===== src/hw/rsc_consts.svh =====
`ifndef RSC_CONSTS_SVH
`define RSC_CONSTS_SVH

// Special function register addresses
`define RSC_ADDR_SUPPLY      8'hff
`define RSC_ADDR_CAUSE       8'hef

// Supply monitor control fields
`define RSC_SUP_EN_BIT       7
`define RSC_SUP_RST_OK_BIT   6
`define RSC_SUP_WARN_OK_BIT  5
`define RSC_SUP_EWIE_BIT     3

// Reset cause register fields
`define RSC_CA_FLASH_BIT     6
`define RSC_CA_CMP_BIT       5
`define RSC_CA_WDT_BIT       3
`define RSC_CA_CLK_BIT       2
`define RSC_CA_POWER_BIT     1
`define RSC_CA_PIN_BIT       0

// Reset values
`define RSC_SUP_EN_RST       1'b1
`define RSC_SUP_EWIE_RST     1'b1
`define RSC_MON_SEL_RST      1'b1
`define RSC_CLK_EN_RST       1'b0
`define RSC_CMP_SEL_RST      1'b0

// Timing
`define RSC_CLK_PERIOD_NS    10
`define RSC_CLK_LOSS_US      100
`define RSC_CLK_LOSS_CYC     ((`RSC_CLK_LOSS_US * 1000) / `RSC_CLK_PERIOD_NS)
`define RSC_WDT_DIV          12
`define RSC_WDT_TIMEOUT      65535
`define RSC_HOLD_CYC         8

`endif


===== src/hw/rsc_pkg.sv =====
package rsc_pkg;

    // Which source caused the last reset
    typedef enum logic [2:0] {
        RSC_CAUSE_POWER,
        RSC_CAUSE_PIN,
        RSC_CAUSE_SUPPLY,
        RSC_CAUSE_CLK,
        RSC_CAUSE_CMP,
        RSC_CAUSE_WDT,
        RSC_CAUSE_FLASH
    } rsc_cause_t;

    typedef enum logic {
        RSC_RUN,
        RSC_HOLD
    } rsc_state_t;

    // Special function register access from the core
    typedef struct packed {
        logic [7:0] addr;
        logic       wr;
        logic       rd;
        logic [7:0] wdata;
    } rsc_sfr_req_t;

    // Flash access attempts reported by the flash controller
    typedef struct packed {
        logic write_erase;
        logic program_store_write_enable;
        logic write_above_lock;
        logic read_above_lock;
        logic fetch_above_lock;
        logic security_block;
    } rsc_flash_req_t;

endpackage : rsc_pkg


===== src/hw/rsc_watchdog.sv =====
`include "rsc_consts.svh"

// Watchdog with a fixed divide-by prescaler
module rsc_watchdog
    import rsc_pkg::*;
#(
    parameter int DIV     = `RSC_WDT_DIV,
    parameter int CNT_W   = 16,
    parameter int TIMEOUT = `RSC_WDT_TIMEOUT
) (
    input  wire logic mclk,
    input  wire logic rst_n,
    input  wire logic sys_rst,
    input  wire logic kick,
    input  wire logic disable_sw,
    input  wire logic suppress,
    output logic      running,
    output logic      expired
);
    localparam logic [3:0]       DIV_LAST = 4'(DIV - 1);
    localparam logic [CNT_W-1:0] CNT_LAST = CNT_W'(TIMEOUT - 1);

    logic [3:0]       pre_q;
    logic [CNT_W-1:0] cnt_q;
    logic             en_q;
    logic             exp_q;

    wire tick   = (pre_q == DIV_LAST);
    wire active = en_q && !suppress;
    wire hit    = active && tick && (cnt_q == CNT_LAST);

    assign running = en_q;
    assign expired = exp_q;

    // Prescaler restarts on every system reset so the divide ratio holds from any reset
    always_ff @(posedge mclk or negedge rst_n) begin
        if (!rst_n) begin
            pre_q <= 4'h0;
        end else begin
            pre_q <= (tick || sys_rst) ? 4'h0 : pre_q + 4'h1;
        end
    end

    // Enabled after any reset; suspend only pauses, enable is kept
    always_ff @(posedge mclk or negedge rst_n) begin
        if (!rst_n) begin
            en_q  <= 1'b1;
            cnt_q <= '0;
            exp_q <= 1'b0;
        end else if (sys_rst) begin
            en_q  <= 1'b1;
            cnt_q <= '0;
            exp_q <= 1'b0;
        end else begin
            if (disable_sw) begin
                en_q <= 1'b0;
            end
            if (kick || disable_sw) begin
                cnt_q <= '0;
            end else if (active && tick) begin
                cnt_q <= cnt_q + CNT_W'(1);
            end
            exp_q <= hit && !kick;
        end
    end

endmodule : rsc_watchdog


===== src/hw/rsc_reset_source_controller.sv =====
// Notes on behaviour
// - Monitor enable bit 7 switches monitor; reset only when also selected as source.
// - Bit 6 reads 1 above reset threshold, 0 at or below.
// - Bit 5 reads 1 above warning threshold, 0 at or below.
// - Bit 3 enables early warning interrupt; resets to 1.
// - Supply control bits 4 and 2:0 read zero; writes ignored.
// - Low level on reset pin holds device in reset while held.
// - Pin reset works in suspend and sleep too.
// - Leaving a pin reset sets pin flag, cause bit 0.
// - Enabled clock loss detector resets after clock stuck over 100 us.
// - Cause bit 2 reads clock loss flag; write enables detector.
// - Clock loss reset suppressed in low power; enable kept for exit.
// - Internal sources never drive the reset pin.
// - Cause bit 5 write selects comparator; reset while plus input below minus.
// - Comparator flag reads 1 only after comparator reset.
// - Comparator reset in low power only when it is a wake source.
// - After any reset watchdog enabled, clocked at system clock over 12.
// - Watchdog timeout resets the device and sets watchdog flag.
// - Watchdog reset suppressed in low power; enable kept for exit.
// - Flash write above lock, code read or fetch above lock resets.
// - Secured flash access or write with monitor off resets.
// - Flash error reset sets flash flag, cause bit 6.
// - With power flag set other flags are not meaningful.
// - Supply dropping below warning clears status and may interrupt.
`include "rsc_consts.svh"

module rsc_reset_source_controller
    import rsc_pkg::*;
#(
    parameter int CLK_LOSS_CYC = `RSC_CLK_LOSS_CYC,
    parameter int HOLD_CYC     = `RSC_HOLD_CYC,
    parameter int WDT_TIMEOUT  = `RSC_WDT_TIMEOUT
) (
    input  wire logic           mclk,
    input  wire logic           rst_n,
    input  wire rsc_sfr_req_t   sfr_req,
    output logic [7:0]          sfr_rdata,
    input  wire logic           rst_pin_n,
    input  wire logic           supply_above_reset_raw,
    input  wire logic           supply_above_warning_raw,
    input  wire logic           sys_clk_mon,
    input  wire logic           comparator_plus_below_raw,
    input  wire logic           cmp_wake_en,
    input  wire logic           low_power,
    input  wire logic           wdt_kick,
    input  wire logic           wdt_disable,
    input  wire rsc_flash_req_t flash_req,
    output logic                sys_rst_n,
    output logic                early_warning_irq,
    output logic                supply_monitor_on,
    output logic                wdt_running
);
    localparam int SYNC_N = 5;
    localparam int SY_PIN  = 0;
    localparam int SY_RST  = 1;
    localparam int SY_WARN = 2;
    localparam int SY_CLK  = 3;
    localparam int SY_CMP  = 4;
    localparam logic [15:0] LOSS_LAST = 16'(CLK_LOSS_CYC - 1);
    localparam logic [7:0]  HOLD_LAST = 8'(HOLD_CYC - 1);

    // Synchroniser stages
    logic [SYNC_N-1:0] raw_in;
    logic [SYNC_N-1:0] meta_q;
    logic [SYNC_N-1:0] sync_q;

    // Control registers
    logic supply_en_q;
    logic ewie_q;
    logic mon_sel_q;
    logic clk_en_q;
    logic cmp_sel_q;

    // Sequencer state
    rsc_state_t state_q;
    rsc_state_t state_d;
    rsc_cause_t cause_q;
    rsc_cause_t cause_d;
    logic [7:0]  hold_q;
    logic [15:0] loss_q;
    logic        clk_prev_q;
    logic        warn_prev_q;
    logic        irq_q;
    logic [7:0]  rdata_q;
    logic        wdt_expired;

    assign raw_in = {comparator_plus_below_raw, sys_clk_mon,
                     supply_above_warning_raw, supply_above_reset_raw, rst_pin_n};

    // Two flops per asynchronous input; only sync_q is read by logic
    genvar gi;
    generate
        for (gi = 0; gi < SYNC_N; gi++) begin : g_sync
            always_ff @(posedge mclk or negedge rst_n) begin
                if (!rst_n) begin
                    meta_q[gi] <= 1'b0;
                    sync_q[gi] <= 1'b0;
                end else begin
                    meta_q[gi] <= raw_in[gi];
                    sync_q[gi] <= meta_q[gi];
                end
            end
        end
    endgenerate

    wire pin_low    = !sync_q[SY_PIN];
    wire above_rst  = sync_q[SY_RST];
    wire above_warn = sync_q[SY_WARN];
    wire cmp_below  = sync_q[SY_CMP];
    wire in_reset   = (state_q == RSC_HOLD);

    // Register decode
    wire wr_supply = sfr_req.wr && !in_reset && (sfr_req.addr == `RSC_ADDR_SUPPLY);
    wire wr_cause  = sfr_req.wr && !in_reset && (sfr_req.addr == `RSC_ADDR_CAUSE);
    wire rd_supply = sfr_req.addr == `RSC_ADDR_SUPPLY;
    wire rd_cause  = sfr_req.addr == `RSC_ADDR_CAUSE;

    // Clock loss: stuck level on the monitored clock for the full window
    wire clk_moved = sync_q[SY_CLK] != clk_prev_q;
    wire clk_armed = clk_en_q && !low_power && !in_reset;
    wire loss_src  = clk_armed && (loss_q == LOSS_LAST);

    // Supply level source holds the reset for as long as it persists; cmp_src drops once in_reset clears cmp_sel_q; wdt_src is a one-cycle pulse
    wire supply_src = supply_en_q && mon_sel_q && !above_rst;
    wire cmp_src    = cmp_sel_q && cmp_below
                      && (!low_power || cmp_wake_en);
    wire wdt_src    = wdt_expired;

    // Flash access faults
    wire fl_write   = flash_req.write_erase && flash_req.program_store_write_enable;
    wire flash_src  = (fl_write && flash_req.write_above_lock)
                      || flash_req.read_above_lock
                      || flash_req.fetch_above_lock;
    wire flash_src2 = flash_req.security_block
                      || (fl_write && !supply_en_q);
    wire flash_any  = flash_src || flash_src2;

    // Pin stays live in every power mode
    wire level_src = pin_low || supply_src || cmp_src;
    wire any_src   = level_src || loss_src || wdt_src || flash_any;

    // One cause, highest priority first
    always_comb begin
        cause_d = cause_q;
        if (pin_low) begin
            cause_d = RSC_CAUSE_PIN;
        end else if (supply_src) begin
            cause_d = RSC_CAUSE_SUPPLY;
        end else if (loss_src) begin
            cause_d = RSC_CAUSE_CLK;
        end else if (cmp_src) begin
            cause_d = RSC_CAUSE_CMP;
        end else if (wdt_src) begin
            cause_d = RSC_CAUSE_WDT;
        end else if (flash_any) begin
            cause_d = RSC_CAUSE_FLASH;
        end
    end

    // Hold at least HOLD_CYC cycles, longer while a level source persists
    always_comb begin
        state_d = state_q;
        unique case (state_q)
            RSC_RUN: begin
                if (any_src) begin
                    state_d = RSC_HOLD;
                end
            end
            RSC_HOLD: begin
                if (!level_src && hold_q >= HOLD_LAST) begin
                    state_d = RSC_RUN;
                end
            end
        endcase
    end

    // Sequencer; power-on comes up in hold with the power cause
    always_ff @(posedge mclk or negedge rst_n) begin
        if (!rst_n) begin
            state_q <= RSC_HOLD;
            cause_q <= RSC_CAUSE_POWER;
            hold_q  <= 8'h00;
        end else begin
            state_q <= state_d;
            if (!in_reset && any_src) begin
                cause_q <= cause_d;
                hold_q  <= 8'h00;
            end else if (in_reset && hold_q != 8'hff) begin
                hold_q <= hold_q + 8'h01;
            end
        end
    end

    // Internal reset only; the pin is an input and never driven
    assign sys_rst_n = !in_reset;

    // Clock loss counter restarts on every edge of the monitored clock
    always_ff @(posedge mclk or negedge rst_n) begin
        if (!rst_n) begin
            clk_prev_q <= 1'b0;
            loss_q     <= 16'h0000;
        end else begin
            clk_prev_q <= sync_q[SY_CLK];
            if (clk_moved || !clk_armed) begin
                loss_q <= 16'h0000;
            end else if (loss_q != LOSS_LAST) begin
                loss_q <= loss_q + 16'h0001;
            end
        end
    end

    // Supply monitor settings return to reset values only on power reset, not system reset
    always_ff @(posedge mclk or negedge rst_n) begin
        if (!rst_n) begin
            supply_en_q <= `RSC_SUP_EN_RST;
            ewie_q      <= `RSC_SUP_EWIE_RST;
            mon_sel_q   <= `RSC_MON_SEL_RST;
        end else begin
            if (wr_supply) begin
                supply_en_q <= sfr_req.wdata[`RSC_SUP_EN_BIT];
                ewie_q      <= sfr_req.wdata[`RSC_SUP_EWIE_BIT];
            end
            if (wr_cause) begin
                mon_sel_q <= sfr_req.wdata[`RSC_CA_POWER_BIT];
            end
        end
    end

    // Detector and comparator selects restart cleared after any reset
    always_ff @(posedge mclk or negedge rst_n) begin
        if (!rst_n) begin
            clk_en_q  <= `RSC_CLK_EN_RST;
            cmp_sel_q <= `RSC_CMP_SEL_RST;
        end else if (in_reset) begin
            clk_en_q  <= `RSC_CLK_EN_RST;
            cmp_sel_q <= `RSC_CMP_SEL_RST;
        end else if (wr_cause) begin
            clk_en_q  <= sfr_req.wdata[`RSC_CA_CLK_BIT];
            cmp_sel_q <= sfr_req.wdata[`RSC_CA_CMP_BIT];
        end
    end

    // Cause flags are decoded from the one latched cause
    wire [7:0] cause_rd;
    assign cause_rd[7] = 1'b0;
    assign cause_rd[`RSC_CA_FLASH_BIT] = (cause_q == RSC_CAUSE_FLASH);
    assign cause_rd[`RSC_CA_CMP_BIT]   = (cause_q == RSC_CAUSE_CMP);
    assign cause_rd[4] = 1'b0;
    assign cause_rd[`RSC_CA_WDT_BIT]   = (cause_q == RSC_CAUSE_WDT);
    assign cause_rd[`RSC_CA_CLK_BIT]   = (cause_q == RSC_CAUSE_CLK);
    assign cause_rd[`RSC_CA_POWER_BIT] = (cause_q == RSC_CAUSE_POWER)
                                         || (cause_q == RSC_CAUSE_SUPPLY);
    assign cause_rd[`RSC_CA_PIN_BIT]   = (cause_q == RSC_CAUSE_PIN);

    // Unused supply bits are constant zero
    wire [7:0] supply_rd = {supply_en_q, above_rst, above_warn, 1'b0,
                            ewie_q, 3'b000};

    wire [7:0] rd_mux = rd_supply ? supply_rd :
                        rd_cause  ? cause_rd  : 8'h00;

    // Read data registered; unmapped addresses return zero
    always_ff @(posedge mclk or negedge rst_n) begin
        if (!rst_n) begin
            rdata_q <= 8'h00;
        end else if (sfr_req.rd) begin
            rdata_q <= rd_mux;
        end
    end

    // Early warning: one pulse on the falling edge of the status
    always_ff @(posedge mclk or negedge rst_n) begin
        if (!rst_n) begin
            warn_prev_q <= 1'b0;
            irq_q       <= 1'b0;
        end else begin
            warn_prev_q <= above_warn;
            irq_q       <= warn_prev_q && !above_warn && ewie_q;
        end
    end

    assign sfr_rdata         = rdata_q;
    assign early_warning_irq = irq_q;
    assign supply_monitor_on = supply_en_q;

    // Watchdog restarts enabled on every reset; paused in low power
    rsc_watchdog #(
        .DIV     (`RSC_WDT_DIV),
        .CNT_W   (16),
        .TIMEOUT (WDT_TIMEOUT)
    ) u_rsc_watchdog (
        .mclk       (mclk),
        .rst_n      (rst_n),
        .sys_rst    (in_reset),
        .kick       (wdt_kick),
        .disable_sw (wdt_disable),
        .suppress   (low_power),
        .running    (wdt_running),
        .expired    (wdt_expired)
    );

endmodule : rsc_reset_source_controller


===== config.mk =====
export PLATFORM = sky130hd
export DESIGN_NAME = rsc_reset_source_controller
export DESIGN_NICKNAME = d
export VERILOG_FILES = /design/src/hw/rsc_pkg.sv /design/src/hw/rsc_watchdog.sv /design/src/hw/rsc_reset_source_controller.sv
export VERILOG_INCLUDE_DIRS = /design/src /design/src/hw
export SDC_FILE = /design/constraint.sdc
export NUM_CORES = 1
export LEC_CHECK = 0
export CAP_MARGIN = 40
export CORE_MARGIN = 3
export CORE_UTILIZATION = 65
export DETAILED_ROUTE_END_ITERATION = 16
export DONT_BUFFER_PORTS = 1
export GPL_ROUTABILITY_DRIVEN = 0
export PLACE_DENSITY_LB_ADDON = 0.05
export RECOVER_POWER = 50
export SYNTH_ARGS = -nofsm -noshare
export SYNTH_HDL_FRONTEND = slang
export SYNTH_SLANG_ARGS = --single-unit

===== constraint.sdc =====
create_clock -name mclk -period 3 [get_ports mclk]
set_input_delay 0.15 -clock mclk [delete_from_list [all_inputs] [get_ports mclk]]
set_output_delay 0.15 -clock mclk [all_outputs]
set_load 0.005 [all_outputs]

==> results.py <==
metrics = {
    "status": {
        "status": "finished, violations left",
        "violated_checks": "capacitance limit, slew limit",
    },
    "timing": {
        "final-hold-violation-count": 0,
        "rel_slew_slack_pct": -17.10,
        "fin_hold_ws_ns": 0.01556,
        "final_max_slew_viol_count": 76,
        "timing.clock.skew_ns": 0.007411,
        "final_critical_path_setup_slack_ns": 0.9782,
        "final_min_period_over_clock_period_pct": 67.39,
        "rsz0062_at_grt": "no",
        "report.final.setup_viol": 0,
        "worstMarginPinSlew_ns": 1.756,
        "fmaxAchievable_mhz": 494.6,
        "final.min_clock_period_ns": 2.022,
        "fin_setup_tns_ns": 0,
    },
    "clock_tree": {
        "post_cts.resized_instances": 0,
        "cts-buffers-inserted": 9,
        "clk_latency_ns": 0.34,
        "clock-root-buffer": "clkbuf_8",
        "clk_pin_slew_ns": 0.07,
        "maximum_clock_insertion_buffer_count": 2,
        "tritoncts": "done",
        "h_tree_lvls": 3,
        "numClockSinks": 75,
    },
    "worst_setup_path": {
        "crit_path_end_kind": "flop",
        "startpoint_type": "flop",
        "worst-endpoint-arrival_ns": 2.24,
        "critical_path.max_stage_delay_ns": 0.59,
        "reg2reg_depth": 5,
        "critPathKind": "reg -> reg",
        "path_max_fanout": 8,
        "worst-endpoint-required_ns": 3.21,
        "crit_path_cell_trace": "or4b_4 > nor4_4 > nand2_2 > a31oi_4 > o22ai_1",
        "critical_path.slowest_cell": "or4b_4",
    },
    "yosys": {
        "ys_dominant_reg_cell": "dfrtp_1",
        "synth_area_leader_cell": "dfrtp_1",
        "yosysUniqueCellTypes": 44,
        "postSynthNetCount": 387,
        "yosysSeqAreaShare_pct": 53.33,
        "synth_area_per_cell_um2": 10.18,
        "post_synth_instance_area_um2": 3531,
        "ys_ff_latch": 75,
        "netlist_top_cells_area": "dfrtp_1, nor2_1, xor2_1",
        "synth-edff-count": 0,
        "yosys_warnings": 0,
        "synthCells": 347,
        "synthArstFlopShare_pct": 100.0,
        "synth_top_cell_area_share_pct": 49.61,
    },
    "drt": {
        "wl_um": 6611,
        "wl_per_cell_um": 14.89,
        "drt_iter0_markers": 123,
        "detailedRoute.firstPassIterationCount": 5,
        "drcViolationCount": 0,
        "detail-route-antenna-nets": 0,
        "route.vias.total": 2601,
        "vias_per_cell": 5.858,
    },
    "floorplanning": {
        "dieArea_um2": 6353,
        "floorplan.io_pins": 47,
        "coreArea_um2": 5172,
        "fp-row-count": 26,
        "die_y_um": 79.71,
        "initial_utilization_pct": 68.26,
        "die-width_um": 79.71,
    },
    "pwr": {
        "static-leakage-power_nw": 1.707,
        "power_per_cell_area_nw_per_um2": 579.7,
        "ir_worst_vdd_v": 0.0004061,
    },
    "place": {
        "pre_cts_slack_ns": 0.9778,
        "io_buffer_count": 0,
        "dp_hpwl_um": 4326,
    },
    "final_layout": {
        "filler_cell_count": 354,
        "fin_util_pct": 76.95,
        "post_route_cells_drive_above_1_share_pct": 8.556,
        "area_growth_syn_to_layout_pct": 12.72,
        "finish.net_count": 409,
        "antenna_cells": 0,
    },
    "global_route": {
        "maximum_number_of_pins_on_one_net_before_global_route_repair": 76,
        "grt_remaining_overflow": 0,
        "grt_total_usage_pct": 22.74,
        "grt_antenna_before_repair": 0,
        "number_of_global_route_vias_before_repair": 2611,
        "grt_pass1_wl_um": 11180,
    },
    "hold_path": {
        "hold_path_depth": 3,
        "worst_hold_path_type": "in -> reg",
    },
    "run": {
        "max-cap-violations": 1,
    },
}
-- power breakdown --
| group | internal [mW] | switching (mW) |
|---|---|---|
| Clock | 0.450 | 0.359 |
| Sequential | 1.10 | 0.0743 |
| Combinational | 0.139 | 0.188 |
-- layout make-up --
cell class,count,area (µm²),share of cell area [%]
inverter,15,56.30,1.415
tap,70,87.58,2.201
timing repair buffer,19,182.7,4.590
clock buffer,12,165.2,4.150
sequential,75,1883,47.31
clock inverter,4,47.55,1.195
multi-input combinational,249,1558,39.14
-- cell usage in the layout (no fill, tap or decap), drive strengths merged, types with 6 or more instances in the layout --
cell,count
xor2,21
nor3,11
nand3,18
o21ai,11
and3,12
nor2,50
dlygate4sd3,17
inv,15
dfrtp,70
a21oi,6
clkbuf,13
nand4,20
xnor2,11
nand2,29
-- cells in the mapped netlist (all sizes together) (2+ instances only) --
| library cell | n |
|---|---|
| dfrtp | 70 |
| nor2 | 50 |
| nand2 | 29 |
| xor2 | 21 |
| nand4 | 20 |
| nand3 | 18 |
| inv | 15 |
| and3 | 12 |
| nor3 | 11 |
| o21ai | 11 |
| xnor2 | 11 |
| clkbuf | 7 |
| a21oi | 6 |
| and4 | 5 |
| dfstp | 5 |
| ha | 5 |
| nor2b | 5 |
| a211oi | 4 |
| and2 | 4 |
| mux2i | 4 |
| nor4 | 4 |
| mux2 | 3 |
| nand2b | 3 |
| or3 | 3 |
| a31o | 2 |
| a31oi | 2 |
| nand3b | 2 |
| o221ai | 2 |
| or4b | 2 |
-- path summary, 6_finish.rpt --
path                                        start                endpoint  slack (ns)
max in group asynchronous                   rst_n     meta_q[4]$_DFF_PN0_        1.13
setup reg to reg           loss_q[12]$_DFFE_PN0P_  cause_q[1]$_DFFE_PN0P_        0.98
hold reg to reg               meta_q[3]$_DFF_PN0_     sync_q[3]$_DFF_PN0_        0.36
min in group asynchronous                   rst_n   hold_q[4]$_DFFE_PN0P_        0.82
setup / recovery           loss_q[12]$_DFFE_PN0P_  cause_q[1]$_DFFE_PN0P_        0.98
hold / removal                         sfr_req[9]   cmp_sel_q$_DFFE_PN0P_        0.02
-- critical path: cells and delay by family, from the launching register on --
kind,cells,cell delay (ns)
and+or+nand+nor,3,1.05
DFF,1,0.42
AOI/OAI and AO/OA,2,0.44
-- flip-flops by register name, indices dropped and copies added, names as in the netlist --
register / flops
above_rst: 1
above_warn: 1
cause_q: 3
clk_en_q: 1
clk_prev_q: 1
cmp_below: 1
cmp_sel_q: 1
early_warning_irq: 1
ewie_q: 1
hold_q: 8
in_reset: 1
loss_q: 16
meta_q: 5
mon_sel_q: 1
sfr_rdata: 7
supply_monitor_on: 1
sync_q: 2
u_rsc_watchdog.cnt_q: 16
u_rsc_watchdog.expired: 1
u_rsc_watchdog.pre_q: 4
u_rsc_watchdog.running: 1
warn_prev_q: 1
-- metal layers --
metal  GRT usage, %  vias to the layer above  part of all wire (%)
met5              0                        -                     0
met2          37.31                       73                    48
met4          8.419                        0                   1.8
li1               -                     1253                     -
met1          29.53                     1263                    46
met3          5.192                       12                   4.5
-- through the flow --
step | instance area (µm²) | std cells | power [mW]
floorplan | 3531 | 347 | 1.406
global placement | 3592 | 410 | 1.462
detailed placement | 3592 | 410 | 1.481
CTS | 3993 | 443 | 2.336
global route | 3980 | 444 | 2.415
finish | 3980 | 444 | 2.307
-- cell families after synthesis --
logic type / after synthesis / synth area share (%)
simple gates: 172 / 25.80
flops: 75 / 53.33
other cells: 1 / 0.1062
compound gates: 32 / 6.414
fa+ha+maj: 5 / 1.772
buf+inv: 23 / 2.551
xor+xnor: 32 / 7.938
mux: 7 / 2.091
-- repair_timing --
action                    in CTS  in global routing
hold endpoints to repair      94                  1
hold buffers                  17                  1
buffers inserted               0                  0
Note: power is estimated with default switching activity, not from simulation.
